File: src/include/fsp_pkg.sv
// Constants, register map and state types for the flash self-program sequencer.
// Assumes a 25 MHz system clock and a simple strobe register port.
// Function
// Programming writes one row per operation and erasure clears a whole eight-row page.
// Software copies the eight-row page to RAM, merges new data and writes it all back after erase.
// Operation select value 0010 in control bits 3..0 chooses page erase.
// Operation select value 0001 chooses row program, which needs erase clear and enable set.
// Control bit 6 is the erase flag and bit 14 the program enable; both arm a page erase.
// Software loads the page start address into the table page pointer before erasing.
// Software writes 0x55 then 0xAA to the unlock key port right before the launch.
// No erase or program starts unless the unlock key pair was written.
// Setting control bit 15 launches the armed erase or row program.
// The CPU is stalled for the whole erase or program cycle.
// Hardware clears the launch bit when the cycle completes.
// Software loads 64 instructions into the write buffers before each row program.
// Software repeats loading and programming, stepping the table page, for every row.
// Software places two no-ops after the launch and waits for the programming time.
// A launch without program enable or a valid unlock does no flash operation.
package fsp_pkg;
  localparam int unsigned CLK_HZ = 25000000;
  localparam int unsigned ADDR_W = 4;
  localparam int unsigned DATA_W = 16;
  // Register addresses
  localparam logic [3:0] ADDR_CTRL = 4'h0;
  localparam logic [3:0] ADDR_KEY = 4'h1;
  localparam logic [3:0] ADDR_PAGE = 4'h2;
  localparam logic [3:0] ADDR_OFFS = 4'h3;
  localparam logic [3:0] ADDR_STAT = 4'h4;
  // Control fields
  localparam int unsigned OP_LSB = 0;
  localparam int unsigned ERASE_BIT = 6;
  localparam int unsigned PROGRAM_ENABLE_BIT_BIT = 14;
  localparam int unsigned LAUNCH_BIT = 15;
  localparam logic [3:0] OP_ERASE = 4'h2;
  localparam logic [3:0] OP_ROW = 4'h1;
  localparam logic [15:0] CTRL_RST = 16'h0000;
  localparam logic [15:0] CTRL_WMASK = 16'h404f;
  // Unlock keys
  localparam logic [7:0] KEY_FIRST = 8'h55;
  localparam logic [7:0] KEY_SECOND = 8'haa;
  // Geometry
  localparam int unsigned ROWS_PER_PAGE = 8;
  localparam int unsigned WORDS_PER_ROW = 64;
  // Operation times in microseconds, with derived cycle counts
  localparam int unsigned ERASE_TIME_US = 20000;
  localparam int unsigned ROW_TIME_US = 1600;
  localparam int unsigned ERASE_CYC = ERASE_TIME_US * (CLK_HZ / 1000000);
  localparam int unsigned ROW_CYC = ROW_TIME_US * (CLK_HZ / 1000000);

  typedef enum logic [1:0] {
    FSP_IDLE = 2'b00,
    FSP_ERASE = 2'b01,
    FSP_ROW = 2'b10,
    FSP_DONE = 2'b11
  } fsp_state_t;

  typedef enum logic [1:0] {
    FSP_KEY_NONE = 2'b00,
    FSP_KEY_HALF = 2'b01,
    FSP_KEY_OPEN = 2'b10
  } fsp_key_t;

  typedef struct packed {
    logic [ADDR_W-1:0] addr;
    logic [DATA_W-1:0] wdata;
    logic wr;
    logic rd;
  } fsp_bus_req_t;

  typedef struct packed {
    logic erase_go;
    logic row_go;
    logic [7:0] page;
    logic [15:0] offs;
  } fsp_flash_cmd_t;
endpackage : fsp_pkg

File: src/rtl/fsp_timer.sv
// Down-counter that times one flash erase or row program.
// Assumes a start pulse only while it is idle.
`timescale 1ns/1ps
module fsp_timer #(
  parameter int unsigned CNT_W = 20
) (
  // Clock and reset
  input wire logic clk,
  input wire logic rst_n,
  // Control
  input wire logic start,
  input wire logic [CNT_W-1:0] load,
  output logic done
);
  typedef struct packed {
    logic [CNT_W-1:0] cnt;
    logic run;
    logic done;
  } fsp_tmr_st_t;

  fsp_tmr_st_t st_q;
  fsp_tmr_st_t st_d;

  initial begin
    if (CNT_W < 2) $error("fsp_timer: CNT_W too small");
  end

  always_comb begin
    st_d = st_q;
    st_d.done = 1'b0;
    if (start && !st_q.run) begin
      st_d.cnt = load;
      st_d.run = 1'b1;
    end else if (st_q.run) begin
      if (st_q.cnt <= {{(CNT_W-1){1'b0}}, 1'b1}) begin
        st_d.run = 1'b0;
        st_d.done = 1'b1;
      end else begin
        st_d.cnt = st_q.cnt - {{(CNT_W-1){1'b0}}, 1'b1};
      end
    end
  end

  always_ff @(posedge clk or negedge rst_n) begin
    if (!rst_n) begin
      st_q <= '0;
    end else begin
      st_q <= st_d;
    end
  end

  assign done = st_q.done;
endmodule : fsp_timer

File: src/rtl/fsp_sequencer.sv
// Flash self-program sequencer: control register, unlock keys, stall and timing.
// Assumes a one-cycle strobe register port and a flash array that acts on command pulses.
//
// The implementer's own choices: the plain strobed port and the register offsets.
`timescale 1ns/1ps
module fsp_sequencer #(
  parameter int unsigned ERASE_CYCLES = fsp_pkg::ERASE_CYC,
  parameter int unsigned ROW_CYCLES = fsp_pkg::ROW_CYC
) (
  // Clock and reset
  input wire logic clk,
  input wire logic rst_n,
  // Register port
  input wire logic [fsp_pkg::ADDR_W-1:0] reg_addr,
  input wire logic [fsp_pkg::DATA_W-1:0] reg_wdata,
  input wire logic reg_wr,
  input wire logic reg_rd,
  output logic [fsp_pkg::DATA_W-1:0] reg_rdata,
  // CPU
  output logic cpu_stall,
  // Flash array
  output logic flash_erase_go,
  output logic flash_row_go,
  output logic [7:0] flash_page,
  output logic [15:0] flash_offs,
  output logic flash_busy
);
  localparam int unsigned CNT_W = 20;

  typedef struct packed {
    logic [15:0] ctrl;
    fsp_pkg::fsp_key_t key;
    fsp_pkg::fsp_state_t state;
    logic [7:0] page;
    logic [15:0] offs;
    logic [15:0] rdata;
    logic stall;
    logic erase_go;
    logic row_go;
    logic refused;
    logic tmr_start;
    logic [CNT_W-1:0] tmr_load;
  } fsp_st_t;

  fsp_st_t st_q;
  fsp_st_t st_d;
  logic tmr_done;
  logic [15:0] wr_ctrl;
  logic arm_erase;
  logic arm_row;

  initial begin
    if (ERASE_CYCLES < 1 || ERASE_CYCLES >= (1 << CNT_W)) $error("ERASE_CYCLES out of range");
    if (ROW_CYCLES < 1 || ROW_CYCLES >= (1 << CNT_W)) $error("ROW_CYCLES out of range");
  end

  fsp_timer #(
    .CNT_W(CNT_W)
  ) u_timer (
    .clk(clk),
    .rst_n(rst_n),
    .start(st_q.tmr_start),
    .load(st_q.tmr_load),
    .done(tmr_done)
  );

  // Launch bit is not stored by the write mask; it is set only by an accepted start
  assign wr_ctrl = reg_wdata & fsp_pkg::CTRL_WMASK;
  assign arm_erase = (wr_ctrl[3:0] == fsp_pkg::OP_ERASE)
    && wr_ctrl[fsp_pkg::ERASE_BIT] && wr_ctrl[fsp_pkg::PROGRAM_ENABLE_BIT_BIT];
  assign arm_row = (wr_ctrl[3:0] == fsp_pkg::OP_ROW)
    && !wr_ctrl[fsp_pkg::ERASE_BIT] && wr_ctrl[fsp_pkg::PROGRAM_ENABLE_BIT_BIT];

  always_comb begin
    st_d = st_q;
    st_d.erase_go = 1'b0;
    st_d.row_go = 1'b0;
    st_d.tmr_start = 1'b0;
    st_d.rdata = '0;

    if (reg_rd) begin
      case (reg_addr)
        fsp_pkg::ADDR_CTRL: st_d.rdata = st_q.ctrl;
        fsp_pkg::ADDR_PAGE: st_d.rdata = {8'h00, st_q.page};
        fsp_pkg::ADDR_OFFS: st_d.rdata = st_q.offs;
        fsp_pkg::ADDR_STAT: st_d.rdata = {13'h0000, st_q.refused,
          (st_q.key == fsp_pkg::FSP_KEY_OPEN), (st_q.state != fsp_pkg::FSP_IDLE)};
        default: st_d.rdata = '0;
      endcase
    end

    case (st_q.state)
      fsp_pkg::FSP_IDLE: begin
        if (reg_wr) begin
          case (reg_addr)
            fsp_pkg::ADDR_KEY: begin
              // Any write other than the ordered pair drops the unlock
              if (reg_wdata[7:0] == fsp_pkg::KEY_FIRST) begin
                st_d.key = fsp_pkg::FSP_KEY_HALF;
              end else if (reg_wdata[7:0] == fsp_pkg::KEY_SECOND
                           && st_q.key == fsp_pkg::FSP_KEY_HALF) begin
                st_d.key = fsp_pkg::FSP_KEY_OPEN;
              end else begin
                st_d.key = fsp_pkg::FSP_KEY_NONE;
              end
            end
            fsp_pkg::ADDR_PAGE: begin
              st_d.page = reg_wdata[7:0];
              st_d.key = fsp_pkg::FSP_KEY_NONE;
            end
            fsp_pkg::ADDR_OFFS: begin
              st_d.offs = reg_wdata;
              st_d.key = fsp_pkg::FSP_KEY_NONE;
            end
            fsp_pkg::ADDR_CTRL: begin
              st_d.ctrl = wr_ctrl;
              st_d.key = fsp_pkg::FSP_KEY_NONE;
              if (reg_wdata[fsp_pkg::LAUNCH_BIT]) begin
                if (st_q.key == fsp_pkg::FSP_KEY_OPEN && (arm_erase || arm_row)) begin
                  st_d.ctrl[fsp_pkg::LAUNCH_BIT] = 1'b1;
                  st_d.stall = 1'b1;
                  st_d.tmr_start = 1'b1;
                  st_d.refused = 1'b0;
                  if (arm_erase) begin
                    st_d.state = fsp_pkg::FSP_ERASE;
                    st_d.erase_go = 1'b1;
                    st_d.tmr_load = CNT_W'(ERASE_CYCLES);
                  end else begin
                    st_d.state = fsp_pkg::FSP_ROW;
                    st_d.row_go = 1'b1;
                    st_d.tmr_load = CNT_W'(ROW_CYCLES);
                  end
                end else begin
                  st_d.refused = 1'b1;
                end
              end
            end
            default: st_d.key = fsp_pkg::FSP_KEY_NONE;
          endcase
        end
      end
      fsp_pkg::FSP_ERASE, fsp_pkg::FSP_ROW: begin
        // Writes are ignored while the CPU is stalled
        if (tmr_done) begin
          st_d.state = fsp_pkg::FSP_DONE;
        end
      end
      fsp_pkg::FSP_DONE: begin
        st_d.ctrl[fsp_pkg::LAUNCH_BIT] = 1'b0;
        st_d.stall = 1'b0;
        st_d.state = fsp_pkg::FSP_IDLE;
      end
      default: st_d.state = fsp_pkg::FSP_IDLE;
    endcase
  end

  always_ff @(posedge clk or negedge rst_n) begin
    if (!rst_n) begin
      st_q <= '0;
    end else begin
      st_q <= st_d;
    end
  end

  assign reg_rdata = st_q.rdata;
  assign cpu_stall = st_q.stall;
  assign flash_erase_go = st_q.erase_go;
  assign flash_row_go = st_q.row_go;
  assign flash_page = st_q.page;
  assign flash_offs = st_q.offs;
  assign flash_busy = st_q.stall;
endmodule : fsp_sequencer

File: config.mk
export PLATFORM = sky130hd
export DESIGN_NAME = fsp_sequencer
export DESIGN_NICKNAME = d
export VERILOG_FILES = /design/src/include/fsp_pkg.sv /design/src/rtl/fsp_timer.sv /design/src/rtl/fsp_sequencer.sv
export SDC_FILE = /design/constraint.sdc
export NUM_CORES = 1
export LEC_CHECK = 0
export BUFFER_PORTS_ARGS = -buffer_cell sky130_fd_sc_hd__clkbuf_2
export CAP_MARGIN = 10
export CORE_ASPECT_RATIO = 0.7
export CORE_MARGIN = 1.5
export CORE_UTILIZATION = 50
export CTS_CLUSTER_SIZE = 28
export DETAILED_ROUTE_END_ITERATION = 10
export PLACE_DENSITY = 0.69
export REMOVE_ABC_BUFFERS = 1
export SYNTH_ARGS = -nofsm -noshare
export SYNTH_HDL_FRONTEND = slang
export SYNTH_SLANG_ARGS = --single-unit
File: constraint.sdc
create_clock -name clk -period 3.1 [get_ports clk]
set_input_delay 0.31 -clock clk [delete_from_list [all_inputs] [get_ports clk]]
set_output_delay 0.31 -clock clk [all_outputs]
set_load 0.01 [all_outputs]
# ---- Word level (Yosys, flattened, before mapping)
# Cells that the tools add are included.
dict set report classes {
  order_cmp 1
  muxes 34
  n_reduce_logical 26
  eq_ne 19
  addsub 1
}
# op n
set op_table {}
lappend op_table {{$mux 25} 3}
lappend op_table {{$pmux 16 s4} 1}
lappend op_table {{$mux 16} 3}
lappend op_table {{$mux 44} 1}
lappend op_table {{$mux 21} 2}
lappend op_table {{$mux 24} 1}
lappend op_table {{$mux 22} 1}
lappend op_table {{$le 20x1->1 const B} 1}
lappend op_table {{$mux 20} 1}
lappend op_table {{$sub 20x1->20 const B} 1}
lappend op_table {{$mux 19} 1}
lappend op_table {{$mux 2} 9}
lappend op_table {{$reduce_and 5->1} 3}
lappend op_table {{$eq 4x2->1 const B} 3}
lappend op_table {{$reduce_and 3->1} 4}
lappend op_table {{$eq 4x1->1 const B} 2}
lappend op_table {{$eq 8x7->1 const B} 1}
lappend op_table {{$eq 8x8->1 const B} 1}
lappend op_table {{$mux 8} 1}
lappend op_table {{$logic_and 1x1->1} 7}
lappend op_table {{$eq 2x2->1 const B} 3}
lappend op_table {{$mux 1} 6}
lappend op_table {{$ne 2x1->1 const B} 3}
lappend op_table {{$ne 2x2->1 const B} 3}
lappend op_table {{13 further kinds} 19}
dict set report word_totals {
  word_cells 97
  input_bits 24
  out_inout_bits 44
  ff_bits 98
}

# ---- Logic depth before layout (Yosys ltp)
dict set report logic_depth {
  word_depth 10
  ltp_mapped 8
  mapped_depth_nobuf 7
}

# ---- Cells and area by module
# Synthesis repeated with hierarchy kept, for this count alone.
dict set report hier_totals {
  cells_unflattened 403
  hier_area_um2 4231.6
}
# mod area_each_um2 seq_area_each_um2 instances cells_per_inst
set modules_own_cells {}
lappend modules_own_cells {fsp_sequencer 2856.5 1476.4 1 241}
lappend modules_own_cells {fsp_timer 1375.1 550.5 1 162}

# ---- Least setup slack after synthesis
# OpenSTA, ideal clock, no wires.
dict set report synth_path {
  path_type {reg2reg}
  start {register st_q[65] in the netlist's numbering}
  end {register st_q, in the netlist flash_offs[10]}
  required_ps 2975
  arrival_ps 1821
  path_buffers 1
  path_stages_with_launch 7
  period_less_slack_ps 1946
  setup_ps 125
  slack_ps 1154
  cell_sequence {dfrtp_1 inv_1 ha_1 nand2_1 nor3_2 buf_2 mux2_2}
}
dict set report synth_between {
  elab_chain_len 2
}
# element line_no
set synth_lines {}
lappend synth_lines {{start, declared} fsp_sequencer.sv:45} ;# fsp_st_t st_q;
lappend synth_lines {{start signal, assigned} fsp_sequencer.sv:161} ;# st_q <= st_d;
lappend synth_lines {{$logic_not 2->1} fsp_sequencer.sv:92} ;# case (st_q.state)
lappend synth_lines {{$reduce_and 3->1 (no source line)} -}
# No other way between the ends.
# A chain may end at the register's enable or synchronous reset.

# ---- Worst setup path after layout
dict set report layout_path {
  start {register st_q[65] in the netlist's numbering}
  end {register st_q[17] in the netlist's numbering}
}
dict set report layout_between {
  elab_chain_len 2
}
# element line_no
set layout_lines {}
lappend layout_lines {{$logic_not 2->1} fsp_sequencer.sv:92}
lappend layout_lines {{$reduce_and 5->1 (no source line)} -}
# No other way between the ends.

==> impl_metrics.env <==
export IMPL_fmax_ghz=0.430
export IMPL_gp_congestion=0.903
export IMPL_firstDrtPassIters=8
export IMPL_finalWorstSetupSlack_ps=773
export IMPL_fin_setup_tns_ps=0
export IMPL_multiInputGateArea_sq_um=1770
export IMPL_antenna_found_initial=0
export IMPL_fin_crit_ps=2330
export IMPL_initial_utilization=0.524
export IMPL_nNetsFinal=453
export IMPL_drv_slew=0
export IMPL_die_area_sq_um=8970
export IMPL_setup_viol=0
export IMPL_cts_root_buf="clkbuf_16"
export IMPL_synth_edf_count=0
export IMPL_wl_met3_microns=710
export IMPL_dp_slack_ps=672
export IMPL_total_leakage_power_uw=0.00225
export IMPL_cts_hold_buf=0
export IMPL_synth_simple_gate_area_frac=0.199
export IMPL_routed_wl_mm=9.19
export IMPL_fin_skew_ps=6.10
export IMPL_syn2layout_area_growth_pct=9.39
export IMPL_h_tree_depth=3
export IMPL_ir_drop_mv=0.466
export IMPL_worst_pin_slew_ps=991
export IMPL_synth_xor_area_frac=0.00834
export IMPL_status="finished with violations"
export IMPL_grt_pass1_vias=2905
export IMPL_cts_tree="yes"
export IMPL_worstPathMaxFanout=10
export IMPL_period_share=0.751
export IMPL_end_kind="flop"
export IMPL_cts_buffers_inserted=9
export IMPL_grt_max_degree=82
export IMPL_finalCoreUtilization=0.574
export IMPL_synth_compound_area_frac=0.110
export IMPL_violations="design-rule violations"
export IMPL_chipHeight_microns=79.7
export IMPL_drtIter0Drc=196
export IMPL_wire_per_inst_microns=17.3
export IMPL_highest_layer="met4"
export IMPL_vias=3009
export IMPL_postCtsSetupBuffers=0
export IMPL_rrSetupSlack_ps=770
export IMPL_fp_dieW_microns=113
export IMPL_drc_errors=2
export IMPL_cts_resized=0
export IMPL_synthAdderAreaFrac=0.0149
export IMPL_clk_pin_slew_ps=60
export IMPL_required_ps=3320
export IMPL_synth_cells=396
export IMPL_ys_seq_elements=81
export IMPL_dpl_cell_count=514
export IMPL_ys_async_sr_fraction=1.00
export IMPL_dp_final_hpwl_mm=6.45
export IMPL_powerDensity_nw_per_um2=542
export IMPL_overflow=0
export IMPL_maxCapViolCount=0
export IMPL_cp_start_kind="flop"
export IMPL_rsz0062_at_grt="false"
export IMPL_clock_sinks=81
export IMPL_crit_arrival_ps=2540
export IMPL_synthesis_area_sq_um=4200
export IMPL_wl_met1_mm=4.52
export IMPL_yosys_warnings=0
export IMPL_slew_headroom=0.339
export IMPL_yosys_cell_types_count=54
export IMPL_final_cell_count_no_fill=530
export IMPL_clk_path_buf_depth=2
export IMPL_register_area_sq_um=2030
export IMPL_rows=27
export IMPL_syn_area_per_cell_sq_um=10.6
export IMPL_vias_per_cell=5.68
export IMPL_portBuffers=67
export IMPL_coreArea_sq_um=8010
export IMPL_hold_path_class="in2async"
export IMPL_wl_met2_mm=3.89
export IMPL_grt_use_total=0.220
export IMPL_hold_viol_final=0
export IMPL_insertion_delay_ps=330
export IMPL_grt_pass1_wl_mm=15.2
export IMPL_ys_flop_type="dfrtp_1"
export IMPL_n_fill_cell=666
export IMPL_ant_nets=0
export IMPL_drive_above_1_share=0.301
export IMPL_synth_yosys_seq_area_share=0.483
export IMPL_synth_mux_area_frac=0.0891
export IMPL_io_pins=68
export IMPL_crit_type="reg2reg"
export IMPL_synth_top_family_by_area="simple AND/OR/NAND/NOR gates"
export IMPL_antenna_cells=0
sequential cells by signal, summed over array words and instances (netlist names):
name and flops:
cpu_stall 1, flash_erase_go 1, flash_offs 16, flash_page 8
flash_row_go 1, reg_rdata 16, st_q 16, u_timer.done 1
u_timer.st_q 21
per-stage QoR:
step	area, sq um	hold WS (ps)	total power, uW
floorplan	3830	14.4	1380
global route	4590	208	2600
CTS	4590	187	2510
finish	4590	130	2490
detailed placement	4330	466	1550
global placement	4330	463	1540
cells in the final DEF (no fill, tap or decap), drive strengths merged, types with 5 or more instances in the layout:
cell type and instances:
dfrtp 81, clkbuf 76, nand2 42, nor2 27, mux2 27, nor3 13
a21oi 11, a31oi 11, inv 10, and3 10, a211oi 9, nor4 8
nor2b 7, mux2i 7, o21ai 7, a22oi 6, ha 5, buf 5
a311oi 5, or2 5
cells by family (layout without fill, tap and decap cells):
| logic type | Yosys count | in the layout |
|---|---|---|
| simple gates | 145 | 145 |
| flops | 81 | 81 |
| buf+inv | 64 | 97 |
| compound gates | 63 | 63 |
| mux | 34 | 34 |
| fa+ha+maj | 5 | 5 |
| xor+xnor | 4 | 4 |
area by class of cell:
cell class / count / area share
Clock buffer: 10 / 0.0499
Tap cell: 101 / 0.0275
Clock inverter: 6 / 0.00763
Inverter: 10 / 0.00817
Sequential cell: 81 / 0.441
Timing Repair Buffer: 71 / 0.0801
Multi-Input combinational cell: 251 / 0.385
where the power goes:
part | internal (uW) | leakage [uW] | switching (uW)
Combinational | 139 | 0.00104 | 160
Sequential | 1150 | 0.00108 | 77.3
Clock | 537 | 0.000128 | 423
path summary, 6_finish.rpt:
kind                                      startpoint                   endpoint  depth (start not counted)
worst min register to register  st_q[15]$_DFFE_PN0P_       st_q[15]$_DFFE_PN0P_                          1
max in group asynchronous                      rst_n      cpu_stall$_DFFE_PN0P_                          1
worst min-delay path                           rst_n     reg_rdata[5]$_DFF_PN0_                          1
worst max register to register  st_q[65]$_DFFE_PN0P_       st_q[17]$_DFFE_PN0P_                          6
worst max-delay path            st_q[65]$_DFFE_PN0P_       st_q[17]$_DFFE_PN0P_                          6
min in group clk                        reg_wdata[8]  flash_offs[8]$_DFFE_PN0P_                          2
Yosys cell counts (5+ instances only):
library cell | count | area, sq um
o21ai_0 | 7 | 35.0
a21oi_1 | 11 | 55.1
a31oi_1 | 10 | 62.6
nor2_1 | 27 | 101
buf_2 | 6 | 30.0
clkbuf_1 | 7 | 26.3
nand2_1 | 42 | 158
and3_1 | 10 | 62.6
buf_4 | 41 | 308
nor4_1 | 5 | 31.3
nor2b_1 | 7 | 43.8
mux2i_1 | 7 | 70.1
inv_1 | 10 | 37.5
ha_1 | 5 | 62.6
dfrtp_1 | 81 | 2030
a22oi_1 | 6 | 45.0
nor3_1 | 10 | 50.1
mux2_2 | 26 | 293
a211oi_1 | 9 | 67.6
critical path, stage by stage, from the launching register on:
cell and delay, ps:
dfrtp_1 390, inv_1 80, ha_1 260, nand2_1 280, nor4_4 490, and2_1 350
mux2_1 350
routing by layer:
layer	up-vias	global-route usage
met5	-	0
met4	0	0.0646
met3	7	0.0691
met2	109	0.307
met1	1459	0.326
li1	1434	-
Note: power is estimated with default switching activity, not from simulation.
